`src/ajds_pkg.sv`:
```
package ajds_pkg;
  localparam int unsigned CLK_HZ          = 10_000_000;
  localparam int unsigned INS_DEB_MS      = 90;
  localparam int unsigned REM_DEB_MS      = 50;
  localparam int unsigned INS_DEB_CYC     = (INS_DEB_MS * (CLK_HZ / 1000));
  localparam int unsigned REM_DEB_CYC     = (REM_DEB_MS * (CLK_HZ / 1000));
  localparam int unsigned CNT_W           = 24;
  localparam int unsigned DET_WAIT_US     = 10;
  localparam int unsigned DET_WAIT_CYC    = (DET_WAIT_US * (CLK_HZ / 1_000_000));
  localparam logic [7:0]  SW_RST          = 8'h00;

  typedef enum logic [1:0] {AJDS_NONE, AJDS_3POLE, AJDS_4STD, AJDS_4ALT} ajds_acc_t;

  // switch bundle: bit order is the field order below
  typedef struct packed {
    logic bias_to_sleeve;   // mic_supply_line -> sleeve
    logic bias_to_ring_two_contact;    // mic_supply_line -> ring_two_contact
    logic mic_to_sleeve;    // mic_signal_line -> sleeve
    logic mic_to_ring_two_contact;     // mic_signal_line -> ring_two_contact
    logic gnd_to_sleeve;    // analog_ground_line -> sleeve
    logic gnd_to_ring_two_contact;     // analog_ground_line -> ring_two_contact
    logic fm_path;          // ground path passes fm
    logic dfet_on;          // depletion grounding active
  } ajds_sw_t;

  typedef struct packed {
    logic ins_deb;
    logic rem_deb;
    logic det_trig;
    logic ovr_en;
    logic fm_en;
  } ajds_cfg_t;
endpackage

```
`src/ajds_seq.sv`:
```
`timescale 1ns/1ps
// What this block does
// - stable low sense pin starts the 90 ms insertion debounce.
// - sense pin high during debounce restarts the count.
// - detection begins as soon as insertion debounce ends.
// - switches route first, then alert low; four-contact also mic found low.
// - host reads the interrupt register; that read releases the alert.
// - removal changes switches at once, alerts, releases mic found.
// - after removal wait 50 ms, then sleep unless override enabled.
// - removal aborts insertion, detection and key handling.
// - removal during insertion debounce returns to waiting for stable low.
// - removal after detection began goes straight to removal handling.
// - under override, removal leaves the switches unchanged.
// - detection starts from falling sense pin or software command.
// - mic supply stays off the jack before insertion is detected.
// - detected mic connects mic line to the contact carrying it.
// - analog ground goes to the contact found as headset ground.
// - fm ground path enabled only when the fm bit is one.
// - low-power sleep while no accessory is inserted.
// - host controls every switch and the insertion debounce length.
// - override never changes switches during detection; pending values wait.
module ajds_seq #(
  parameter int unsigned INS_CYC = ajds_pkg::INS_DEB_CYC,  // insertion debounce
  parameter int unsigned REM_CYC = ajds_pkg::REM_DEB_CYC,  // removal debounce
  parameter int unsigned DET_CYC = ajds_pkg::DET_WAIT_CYC  // detection settle
) (
  input  wire logic               i_mclk,       // 10 MHz clock
  input  wire logic               i_nrst,       // async reset, active low
  input  wire logic               i_sense_n,    // insertion-sense pin, low = inserted
  input  wire logic               i_mic_sleeve, // comparator: mic load on sleeve
  input  wire logic               i_mic_ring_two_contact,  // comparator: mic load on ring two
  input  wire logic [23:0]        i_ins_cyc,    // host insertion debounce, 0 = default
  input  wire logic               i_ovr_en,     // manual switch override
  input  wire ajds_pkg::ajds_sw_t i_ovr_sw,     // host switch settings
  input  wire logic               i_fm_en,      // fm support bit
  input  wire logic               i_det_cmd,    // software detection pulse
  input  wire logic               i_int_rd,     // interrupt register read pulse
  input  wire logic               i_key_en,     // host key detection request
  output ajds_pkg::ajds_sw_t      o_sw,         // switch controls
  output ajds_pkg::ajds_acc_t     o_acc,        // detected accessory type
  output logic                    o_alert_oe,   // alert pin driven low
  output logic                    o_alert_o,    // alert pin output level
  output logic                    o_mic_found_n_oe, // mic found pin driven low
  output logic                    o_mic_found_n_o,  // mic found pin output level
  output logic                    o_key_act,    // key detection active
  output logic                    o_sleep,      // low-power sleep
  output logic                    o_busy        // detection running
);
  typedef enum logic [2:0] {
    AJDS_SLEEP, AJDS_DEB, AJDS_DET, AJDS_ROUTE, AJDS_ACTIVE, AJDS_REM
  } ajds_st_t;

  typedef struct packed {
    ajds_st_t            st;
    logic                sense_d1;
    logic                cmd_pend;
    ajds_pkg::ajds_acc_t acc;
    ajds_pkg::ajds_sw_t  auto_sw;
    ajds_pkg::ajds_sw_t  sw;
    logic                alert;
    logic                mic;
    logic                key;
    logic                sleep;
    logic                busy;
  } ajds_state_t;

  function automatic ajds_pkg::ajds_sw_t route(input ajds_pkg::ajds_acc_t a,
                                               input logic fm);
    ajds_pkg::ajds_sw_t s;
    s = ajds_pkg::SW_RST;
    case (a)
      ajds_pkg::AJDS_4STD: begin
        s.bias_to_sleeve = 1'b1;
        s.mic_to_sleeve  = 1'b1;
        s.gnd_to_ring_two_contact   = 1'b1;
      end
      ajds_pkg::AJDS_4ALT: begin
        s.bias_to_ring_two_contact = 1'b1;
        s.mic_to_ring_two_contact  = 1'b1;
        s.gnd_to_sleeve = 1'b1;
      end
      ajds_pkg::AJDS_3POLE: begin
        s.gnd_to_sleeve = 1'b1;
        s.gnd_to_ring_two_contact  = 1'b1;
      end
      default: s.dfet_on = 1'b1;
    endcase
    s.fm_path = fm && (a != ajds_pkg::AJDS_NONE);
    return s;
  endfunction

  ajds_state_t q, d;
  logic        sense_s;
  logic        ins_done, rem_done, det_done;
  logic [23:0] ins_lim;

  ajds_sync u_sync (
    .i_mclk  (i_mclk),
    .i_nrst  (i_nrst),
    .i_async (i_sense_n),
    .o_sync  (sense_s)
  );

  assign ins_lim = (i_ins_cyc != 24'h000000) ? i_ins_cyc : 24'(INS_CYC);

  ajds_timer #(.W(24)) u_ins (
    .i_mclk  (i_mclk),
    .i_nrst  (i_nrst),
    .i_clr   (sense_s),
    .i_run   (q.st == AJDS_DEB),
    .i_limit (ins_lim),
    .o_done  (ins_done)
  );

  ajds_timer #(.W(24)) u_rem (
    .i_mclk  (i_mclk),
    .i_nrst  (i_nrst),
    .i_clr   (!sense_s),
    .i_run   (q.st == AJDS_REM),
    .i_limit (24'(REM_CYC)),
    .o_done  (rem_done)
  );

  ajds_timer #(.W(24)) u_det (
    .i_mclk  (i_mclk),
    .i_nrst  (i_nrst),
    .i_clr   (1'b0),
    .i_run   (q.st == AJDS_DET),
    .i_limit (24'(DET_CYC)),
    .o_done  (det_done)
  );

  always_comb begin
    d          = q;
    d.sense_d1 = sense_s;
    if (i_det_cmd) begin
      d.cmd_pend = 1'b1;
    end
    if (i_int_rd) begin
      d.alert = 1'b0;
    end
    case (q.st)
      AJDS_SLEEP: begin
        if (q.sense_d1 && !sense_s) begin
          d.st = AJDS_DEB;
        end else if (q.cmd_pend || i_det_cmd) begin
          d.cmd_pend = 1'b0;
          d.st       = AJDS_DET;
        end
      end
      AJDS_DEB: begin
        if (sense_s) begin
          d.st = AJDS_SLEEP;
        end else if (ins_done) begin
          d.st = AJDS_DET;
        end
      end
      AJDS_DET: begin
        if (det_done) begin
          // a command landing on the last detection cycle is kept
          d.cmd_pend = i_det_cmd;
          if (i_mic_sleeve) begin
            d.acc = ajds_pkg::AJDS_4STD;
          end else if (i_mic_ring_two_contact) begin
            d.acc = ajds_pkg::AJDS_4ALT;
          end else begin
            d.acc = ajds_pkg::AJDS_3POLE;
          end
          d.st = AJDS_ROUTE;
        end
      end
      AJDS_ROUTE: begin
        d.alert = 1'b1;
        d.mic   = (q.acc == ajds_pkg::AJDS_4STD) || (q.acc == ajds_pkg::AJDS_4ALT);
        d.st    = AJDS_ACTIVE;
      end
      AJDS_ACTIVE: begin
        if (q.cmd_pend) begin
          d.cmd_pend = 1'b0;
          d.st       = AJDS_DET;
        end
      end
      AJDS_REM: begin
        if (!sense_s) begin
          d.st = AJDS_DEB;
        end else if (rem_done) begin
          d.st = AJDS_SLEEP;
        end
      end
      default: d.st = AJDS_SLEEP;
    endcase
    if (sense_s && (q.st == AJDS_DET || q.st == AJDS_ROUTE || q.st == AJDS_ACTIVE)) begin
      d.st  = AJDS_REM;
      d.acc = ajds_pkg::AJDS_NONE;
      d.alert = 1'b1;
      d.mic   = 1'b0;
    end
    // automatic routing
    // routes follow the new type so they settle a cycle before the alert
    d.auto_sw = (d.st == AJDS_ROUTE || d.st == AJDS_ACTIVE) ? route(d.acc, i_fm_en)
                                                          : route(ajds_pkg::AJDS_NONE, 1'b0);
    if (d.st == AJDS_DET || d.st == AJDS_DEB) begin
      d.sw = q.sw;
    end else if (i_ovr_en) begin
      d.sw = i_ovr_sw;
    end else if (d.st == AJDS_REM && q.st != AJDS_REM) begin
      d.sw = d.auto_sw;
    end else begin
      d.sw = d.auto_sw;
    end
    d.key   = i_key_en && q.mic && (d.st == AJDS_ACTIVE);
    d.sleep = (d.st == AJDS_SLEEP) && !i_ovr_en;
    d.busy  = (d.st == AJDS_DET) || (d.st == AJDS_ROUTE);
  end

  always_ff @(posedge i_mclk or negedge i_nrst) begin
    if (!i_nrst) begin
      q          <= '0;
      q.st       <= AJDS_SLEEP;
      q.sense_d1 <= 1'b1;
      q.sw       <= ajds_pkg::ajds_sw_t'(8'h01);
      q.auto_sw  <= ajds_pkg::ajds_sw_t'(8'h01);
      q.sleep    <= 1'b1;
    end else begin
      q <= d;
    end
  end

  assign o_alert_oe       = q.alert;
  assign o_alert_o        = 1'b0;
  assign o_mic_found_n_oe = q.mic;
  assign o_mic_found_n_o  = 1'b0;
  assign o_sw             = q.sw;
  assign o_acc            = q.acc;
  assign o_key_act        = q.key;
  assign o_sleep          = q.sleep;
  assign o_busy           = q.busy;
endmodule // ajds_seq

```
`src/ajds_sync.sv`:
```
`timescale 1ns/1ps
module ajds_sync (
  input  wire logic i_mclk,   // block clock
  input  wire logic i_nrst,   // async reset, active low
  input  wire logic i_async,  // pin level
  output logic      o_sync    // synchronised level
);
  logic [1:0] ff_q;
  always_ff @(posedge i_mclk or negedge i_nrst) begin
    if (!i_nrst) begin
      ff_q <= 2'h3;
    end else begin
      ff_q <= {ff_q[0], i_async};
    end
  end
  assign o_sync = ff_q[1];
endmodule // ajds_sync

```
`src/ajds_timer.sv`:
```
`timescale 1ns/1ps
module ajds_timer #(
  parameter int unsigned W = 24
) (
  input  wire logic         i_mclk,   // block clock
  input  wire logic         i_nrst,   // async reset, active low
  input  wire logic         i_clr,    // restart from zero
  input  wire logic         i_run,    // count while high
  input  wire logic [W-1:0] i_limit,  // terminal count
  output logic              o_done    // level once limit reached
);
  logic [W-1:0] cnt_q;
  always_ff @(posedge i_mclk or negedge i_nrst) begin
    if (!i_nrst) begin
      cnt_q <= '0;
    end else if (i_clr || !i_run) begin
      cnt_q <= '0;
    end else if (cnt_q != i_limit) begin
      cnt_q <= cnt_q + W'(1);
    end
  end
  assign o_done = i_run && !i_clr && (cnt_q == i_limit);
endmodule // ajds_timer

```
`config.mk`:
```
export PLATFORM = sky130hd
export DESIGN_NAME = ajds_seq
export DESIGN_NICKNAME = d
export VERILOG_FILES = /design/src/ajds_pkg.sv /design/src/ajds_seq.sv /design/src/ajds_sync.sv /design/src/ajds_timer.sv
export SDC_FILE = /design/constraint.sdc
export NUM_CORES = 1
export LEC_CHECK = 0
export ABC_AREA = 1
export BUFFER_PORTS_ARGS = -buffer_cell sky130_fd_sc_hd__buf_2
export CAP_MARGIN = 20
export CORE_MARGIN = 2
export CORE_UTILIZATION = 60
export DETAILED_ROUTE_END_ITERATION = 16
export GPL_TIMING_DRIVEN = 0
export PLACE_DENSITY_LB_ADDON = 0.1
export SKIP_CTS_REPAIR_TIMING = 1
export SLEW_MARGIN = 20
export SYNTH_ARGS = -nofsm -noshare
export SYNTH_HDL_FRONTEND = slang
export SYNTH_SLANG_ARGS = --single-unit
```
`constraint.sdc`:
```
create_clock -name i_mclk -period 5.06 [get_ports i_mclk]
set_input_delay 0.253 -clock i_mclk [delete_from_list [all_inputs] [get_ports i_mclk]]
set_output_delay 0.253 -clock i_mclk [all_outputs]
set_load 0.05 [all_outputs]
```
; ---- After elaboration in Yosys (flattened, before gate mapping)
; Cells that the tools add are included.
[word_totals]
reg_bits = 94
input_bits = 42
output_inout_bits = 17
[classes]
add_sub_neg = 3
n_eq_ne = 21
muxes = 37
n_reduce_logical = 35
[ops]
columns = operator, n
row1 = $mux W24, 7
row2 = $add A24 B1 Y24 const B, 3
row3 = $mux W3, 10
row4 = $eq A24 B19 Y1 const B, 1
row5 = $eq A24 B24 Y1, 1
row6 = $eq A24 B7 Y1 const B, 1
row7 = $ne A24 B19 Y1 const B, 1
row8 = $ne A24 B24 Y1, 1
row9 = $ne A24 B7 Y1 const B, 1
row10 = $reduce_bool A24 Y1, 1
row11 = $pmux W3 S6, 1
row12 = $mux W8, 2
row13 = $eq A3 B2 Y1 const B, 4
row14 = $mux W2, 6
row15 = $logic_and A1 B1 Y1, 11
row16 = $mux W1, 10
row17 = $eq A3 B3 Y1 const B, 3
row18 = $logic_or A1 B1 Y1, 9
row19 = $eq A2 B2 Y1 const B, 4
row20 = $reduce_bool A2 Y1, 4
row21 = $eq A3 B1 Y1 const B, 2
row22 = $logic_not A3 Y1, 2
row23 = $logic_not A1 Y1, 4
row24 = $reduce_or A2 Y1, 2
row25 = other kinds (5), 5

; ---- Logic depth before layout (Yosys ltp)
; Gate-level depths: netlist of run 1.
[depth]
depth_word = 12
depth_mapped = 20

; ---- Hierarchy
; A second synthesis of run 1 with hierarchy kept.
[unflattened]
hier_cells = 1504
area_unflattened_um2 = 8931.1
[by_module_without_submodules]
columns = mod, n_inst, cells_per_inst, area_each_um2, seq_area_each_um2
row1 = ajds_timer, 3, 428, 2468.6, 600.6
row2 = ajds_seq, 1, 218, 1472.7, 504.2
row3 = ajds_sync, 1, 2, 52.6, 52.6

; ---- Worst setup path after synthesis of run 1
; Ideal clock, no wire load.
[synth_timing]
path_kind = register to register
from = register u_det.cnt_q[12]
to = register q, in the netlist o_sw[1]
setup_time_ps = 77
t_arrival_ps = 2323
required_ps = 4983
setup_slack_ps = 2660
stages_incl_launch_ff = 11
synth_period_minus_slack_ps = 2400
path_cell_list = dfrtp_1 -> or2_2 -> nor4_1 -> nand4_1 -> or2_2 -> a21oi_1 -> inv_1 -> ha_1 -> nor3b_1 -> nand2_1 -> a21oi_1
[synth_rtl]
columns = item, line_no
row1 = "start, declared", ajds_timer.sv:12  ; logic [W-1:0] cnt_q;
row2 = "start signal, assigned", ajds_timer.sv:19  ; cnt_q <= cnt_q + W'(1);
row3 = "end, declared", ajds_seq.sv:92  ; ajds_state_t q, d;

==> flow_summary.json, run 1 <==
{
  "status": "complete, no violations",
  "critical_path.top_delay_family": "simple AND/OR/NAND/NOR gates",
  "cp.arrival_ns": 3.15,
  "routedWlPerCell_um": 13.4,
  "synth-edff-count": 0,
  "finish.utilization": 0.688,
  "required_ns": 5.36,
  "drive_above_1_share": 0.152,
  "dp_cells": 1006,
  "yosysTopAreaCellShare": 0.374,
  "grt.overflow.total": 0,
  "die_area_mm2": 0.0107,
  "io_pins": 59,
  "cp_max_fo": 5,
  "tightest_slew_ns": 0.569,
  "fill_cells": 840,
  "synth_top_area_cell": "dfrtp_1",
  "cts_sinks": 94,
  "wirelength_um": 13800,
  "final_cells": 1023,
  "synth_ff_type": "dfrtp_1",
  "p_per_area_mw_per_mm2": 334,
  "drtPass1Iterations": 5,
  "place_hpwl_um": 10500,
  "slew_headroom": 0.619,
  "period_minus_slack_ns": 2.85,
  "ys_ff_latch": 94,
  "syn_area_mm2": 0.00595,
  "cap_violations": 0,
  "place.gp.congestion": 0.996,
  "ys_top_cells_by_count": "140 x nand2_1, 134 x inv_1, 111 x nor2_1",
  "fin_skew_ns": 0.00622,
  "hp-class": "in -> reg",
  "start_kind": "flop",
  "setup_ws_ns": 2.21,
  "setup_viol_count_final": 0,
  "path_clk_slew_ns": 0.09,
  "drv_slew": 0,
  "synth_warnings": 0,
  "num_vias": 5579,
  "fin_crit_sh": 0.563,
  "place_ws_ns": 2.24,
  "buffer_ports.inserted": 56,
  "p_total_mw": 2.22,
  "dieHeight_um": 104,
  "area_growth_pct": 12.0,
  "dieWidth_um": 104,
  "drc_errors": 0,
  "clock_latency_ns": 0.37,
  "syn_area_per_cell_um2": 7.30,
  "ir_worst_vdd_uv": 342,
  "grt_max_degree": 69,
  "worst_hold_slack_ns": 0.0694,
  "cts_tree": "done",
  "critPathMaxStageDelay_ns": 0.43,
  "path_buf_inv": 1,
  "ys_top_cells_by_area": "dfrtp_1 37%, nand2_1 8.8%, inv_1 8.5%",
  "cts_buffer_depth": 2,
  "path_cells": "or2_2 > nor4_1 > nand4_1 > or2_2 > a21oi_1 > inv_1 > ha_1 > nor3b_1 > nand2_1 > a21oi_1",
  "synthMostInstantiatedCell": "nand2_1",
  "multi_input_area_mm2": 0.00293,
  "critPathSlowestCell": "dfrtp_1",
  "grt_pass1_vias": 5424,
  "detail_route.vias_per_cell": 5.45,
  "grt.total_usage": 0.269,
  "hold_viol": 0,
  "max_freq_mhz": 351,
  "h-tree-depth": 3,
  "syn_inst": 815,
  "drtIter0Drc": 278,
  "worstSetupEndpointType": "flop",
  "placed_cell_area_mm2": 0.00643,
  "diodes": 0,
  "regArea_mm2": 0.00236,
  "crit_type": "reg -> reg",
  "antenna_found_initial": 0,
  "finish.instance_area_mm2": 0.00666,
  "fp-row-count": 36,
  "async_reset_ff_frac": 1.00,
  "rsz0062_at_grt": "no",
  "setup_tns_ns": 0,
  "yosysUniqueCellTypes": 48,
  "p_leak_nw": 2.99,
  "grt_pass1_wl_um": 24000,
  "ys_seq_area_frac": 0.396,
  "layout.nets": 937,
  "cts_inserted_buffers": 9,
  "initial_utilization": 0.614,
  "ant_nets": 0,
  "core-area_mm2": 0.00968,
  "root_buffer": "clkbuf_8"
}
cells by family after synthesis:
family | Yosys count | synth area share
AND/OR/NAND/NOR | 415 | 0.333
buffers and inverters | 161 | 0.112
AO/OA/AOI/OAI | 117 | 0.113
flip-flops | 94 | 0.396
XOR/XNOR | 18 | 0.0265
adder cells (fa/ha/maj) | 9 | 0.0189
other | 1 | 0.000630
registers in the layout, indices dropped and copies added (netlist names):
| name | flops |
|---|---|
| u_ins.cnt_q | 24 |
| q | 5 |
| o_sw | 8 |
| o_mic_found_n_oe | 1 |
| u_sync.ff_q | 2 |
| u_det.cnt_q | 24 |
| o_alert_oe | 1 |
| u_rem.cnt_q | 24 |
| o_acc | 2 |
| o_busy | 1 |
| o_key_act | 1 |
| o_sleep | 1 |
path summary, 6_finish.rpt:
check | endpoint | depth (start not counted) | from | slack, ns
setup / recovery | o_sw[1] | 10 | u_det.cnt_q[12] | 2.21
hold / removal | o_alert_oe | 2 | i_int_rd | 0.07
setup reg to reg | o_sw[1] | 10 | u_det.cnt_q[12] | 2.21
hold reg to reg | u_sync.ff_q[1] | 0 | u_sync.ff_q[0] | 0.36
max in group asynchronous | q[24] | 3 | i_nrst | 4.09
min in group asynchronous | u_rem.cnt_q[16] | 2 | i_nrst | 0.32
area by class of cell:
type,instances,share of cell area
Buffer,24,0.0227
Clock buffer,9,0.0186
Clock inverter,6,0.0130
Inverter,137,0.0774
Multi-Input combinational cell,561,0.439
Sequential cell,94,0.354
Tap cell,133,0.0250
Timing Repair Buffer,59,0.0501
layer usage:
metal / routed length [µm] / GRT usage / vias up
li1: - / - / 2797
met2: 6650 / 0.453 / 131
met5: 0 / 0 / -
met1: 6270 / 0.358 / 2634
met4: 189 / 0.0792 / 0
met3: 640 / 0.0503 / 17
worst register-to-register path, stage by stage (launching register included):
cell,delay [ns]
dfrtp_1,0.43
or2_2,0.30
nor4_1,0.36
nand4_1,0.31
or2_2,0.38
a21oi_1,0.25
inv_1,0.15
ha_1,0.23
nor3b_1,0.19
nand2_1,0.07
a21oi_1,0.12
layout by cell type, fill, tap and decap left out, drive strengths merged, types with 2 or more instances in the layout:
master         n
a211oi         6
a21oi         54
a221oi         2
a31oi          3
and3           4
buf           72
bufinv         2
clkbuf        18
clkinv         4
conb           2
dfrtp         89
dfstp          5
dlygate4sd3    2
ha             9
inv          136
nand2        150
nand3         48
nand4         26
nor2         119
nor3          42
nor3b          2
nor4          16
o211a          3
o21ai         36
o31ai          7
or2            6
xnor2          7
xor2          11
report_power, final:
group	switching [mW]	leakage (nW)	internal (mW)
Combinational	0.557	1.61	0.253
Clock	0.268	0.105	0.276
Sequential	0.0424	1.27	0.828
Power figures use the tool's default switching activity.
==> inputs of run 2 (changes only) <==
ABC_AREA = 0   (was 1)
CORE_UTILIZATION = 54   (was 60)
clock period = 2.55 ns   (was 5.06 ns; I/O delays follow)
==> flow_summary.json, run 2 <==
{
  "status": "finished, violations left",
  "violations": "setup timing",
  "drv_slew": 0,
  "synthMostInstantiatedCell": "dfrtp_1",
  "diodes": 0,
  "drive_above_1_share": 0.231,
  "grt.overflow.total": 0,
  "ys_top_cells_by_area": "dfrtp_1 40%, xor2_1 5.7%, nor2_1 4.0%",
  "die_area_mm2": 0.0110,
  "yosysUniqueCellTypes": 60,
  "hold_viol": 0,
  "fin_crit_sh": 1.03,
  "fp-row-count": 36,
  "place.gp.congestion": 0.859,
  "place_hpwl_um": 8830,
  "cts_buffer_depth": 2,
  "h-tree-depth": 3,
  "cts_sinks": 94,
  "synth-edff-count": 0,
  "async_reset_ff_frac": 1.00,
  "syn_area_per_cell_um2": 9.16,
  "finish.utilization": 0.666,
  "reg_top3": "u_det.cnt_q (24), u_ins.cnt_q (24), u_rem.cnt_q (24)",
  "area_growth_pct": 18.9,
  "dieWidth_um": 105,
  "cp.arrival_ns": 2.88,
  "grt_pass1_vias": 4478,
  "finish.instance_area_mm2": 0.00654,
  "required_ns": 2.80,
  "multi_input_area_mm2": 0.00298,
  "dieHeight_um": 105,
  "grt_pass1_wl_um": 21200,
  "core-area_mm2": 0.00982,
  "rsz0062_at_grt": "yes",
  "crit_type": "reg -> reg",
  "cp_max_fo": 4,
  "fin_skew_ns": 0.0105,
  "root_buffer": "clkbuf_8",
  "tightest_slew_ns": 0.508,
  "cap_violations": 0,
  "setup_viol_count_final": 6,
  "cts_tree": "done",
  "period_minus_slack_ns": 2.63,
  "antenna_found_initial": 0,
  "detail_route.vias_per_cell": 5.68,
  "syn_inst": 601,
  "placed_cell_area_mm2": 0.00600,
  "layout.nets": 746,
  "yosysTopAreaCellShare": 0.405,
  "routedWlPerCell_um": 15.2,
  "p_per_area_mw_per_mm2": 638,
  "synth_ff_type": "dfrtp_1",
  "ant_nets": 0,
  "buffer_ports.inserted": 56,
  "synth_warnings": 0,
  "ir_worst_vdd_uv": 505,
  "io_pins": 59,
  "ys_top_cells_by_count": "89 x dfrtp_1, 58 x nor2_1, 54 x nand2_1",
  "clock_latency_ns": 0.36,
  "grt_max_degree": 72,
  "cts_inserted_buffers": 9,
  "start_kind": "flop",
  "hp-class": "in -> reg",
  "slew_headroom": 0.659,
  "drtIter0Drc": 242,
  "layout_commonest_cell": "dfrtp_1",
  "setup_ws_ns": -0.0803,
  "max_freq_mhz": 380,
  "syn_area_mm2": 0.00550,
  "grt.total_usage": 0.234,
  "num_vias": 4729,
  "drtPass1Iterations": 5,
  "path_clk_slew_ns": 0.09,
  "fill_cells": 845,
  "place_ws_ns": -0.549,
  "synth_top_area_cell": "dfrtp_1",
  "regArea_mm2": 0.00236,
  "wirelength_um": 12700,
  "worst_hold_slack_ns": 0.0453,
  "initial_utilization": 0.561,
  "worstSetupEndpointType": "flop",
  "mostFrequentLayoutCells": "87 x dfrtp_1, 59 x buf_2, 57 x nor2_1",
  "ys_ff_latch": 94,
  "p_leak_nw": 2.78,
  "drc_errors": 0,
  "ys_seq_area_frac": 0.429
}
run 2: cell count changes in the layout (fill, tap and decap cells not counted), sizes merged, moves of 12 or more:
cell,delta
nor2b,+12
buf,+26
nor2,-61
nand2,-96
nor3,-35
a21oi,-23
clkbuf,+15
inv,-118
or3,+24
nand3,-14
xor2,+25
run 2: worst paths after layout:
check / slack [ns] / cells past startpoint / from / to
max: -0.08 / 12 / u_det.cnt_q[0] / o_sw[2]
min: 0.05 / 3 / i_int_rd / o_alert_oe
max reg2reg: -0.08 / 12 / u_det.cnt_q[0] / o_sw[2]
min reg2reg: 0.36 / 0 / u_sync.ff_q[0] / u_sync.ff_q[1]
max in group asynchronous: 1.72 / 3 / i_nrst / u_sync.ff_q[1]
min in group asynchronous: 0.18 / 2 / i_nrst / u_rem.cnt_q[19]
run 2: power by group:
part	internal, mW	total [mW]	switching [mW]
registers	1.62	1.71	0.0850
logic	0.610	1.51	0.895
clock network	0.439	0.959	0.520
total	2.67	4.17	1.50
run 2: metrics by stage:
step | instances | setup TNS (ns) | power, mW
finish | 833 | -0.229 | 4.17
global placement | 791 | -3.42 | 3.07
global route | 833 | -1.37 | 4.42
floorplan | 602 | -0.173 | 2.78
CTS | 808 | -4.61 | 4.08
detailed placement | 792 | -4.14 | 3.11
run 2: logic make-up after synthesis:
group | Yosys count | share of synthesized area
AND/OR/NAND/NOR | 276 | 0.268
AO/OA/AOI/OAI | 104 | 0.123
flip-flops | 94 | 0.429
buffers and inverters | 55 | 0.0532
XOR/XNOR | 53 | 0.0843
adder cells (fa/ha/maj) | 9 | 0.0205
multiplexers | 9 | 0.0227
other | 1 | 0.000681
run 2: cell type report:
class / instances / area share
inverters: 17 / 0.00975
well taps: 133 / 0.0254
repair buffers: 84 / 0.0851
clock inverters: 2 / 0.00210
plain buffers: 36 / 0.0346
flip-flops and latches: 94 / 0.361
clock buffers: 14 / 0.0264
multi-input cells: 453 / 0.456
run 2: critical path, cell delays in order (launching register included):
cell and delay [ns]:
dfrtp_1 0.43, inv_2 0.10, ha_4 0.13, nor4b_4 0.18
nand4_1 0.19, nand3b_1 0.24, nor2_2 0.13, buf_4 0.13
o211ai_1 0.12, ha_1 0.31, nor2b_1 0.12, a22o_1 0.20
mux2_4 0.25
run 2: layer usage:
layer | share of wire | track usage | vias to the layer above | wire, µm
li1 | - | - | 2315 | -
met1 | 0.45 | 0.326 | 2271 | 5740
met2 | 0.48 | 0.373 | 121 | 6100
met3 | 0.049 | 0.0455 | 22 | 614
met4 | 0.016 | 0.0648 | 0 | 205
met5 | 0 | 0 | - | 0
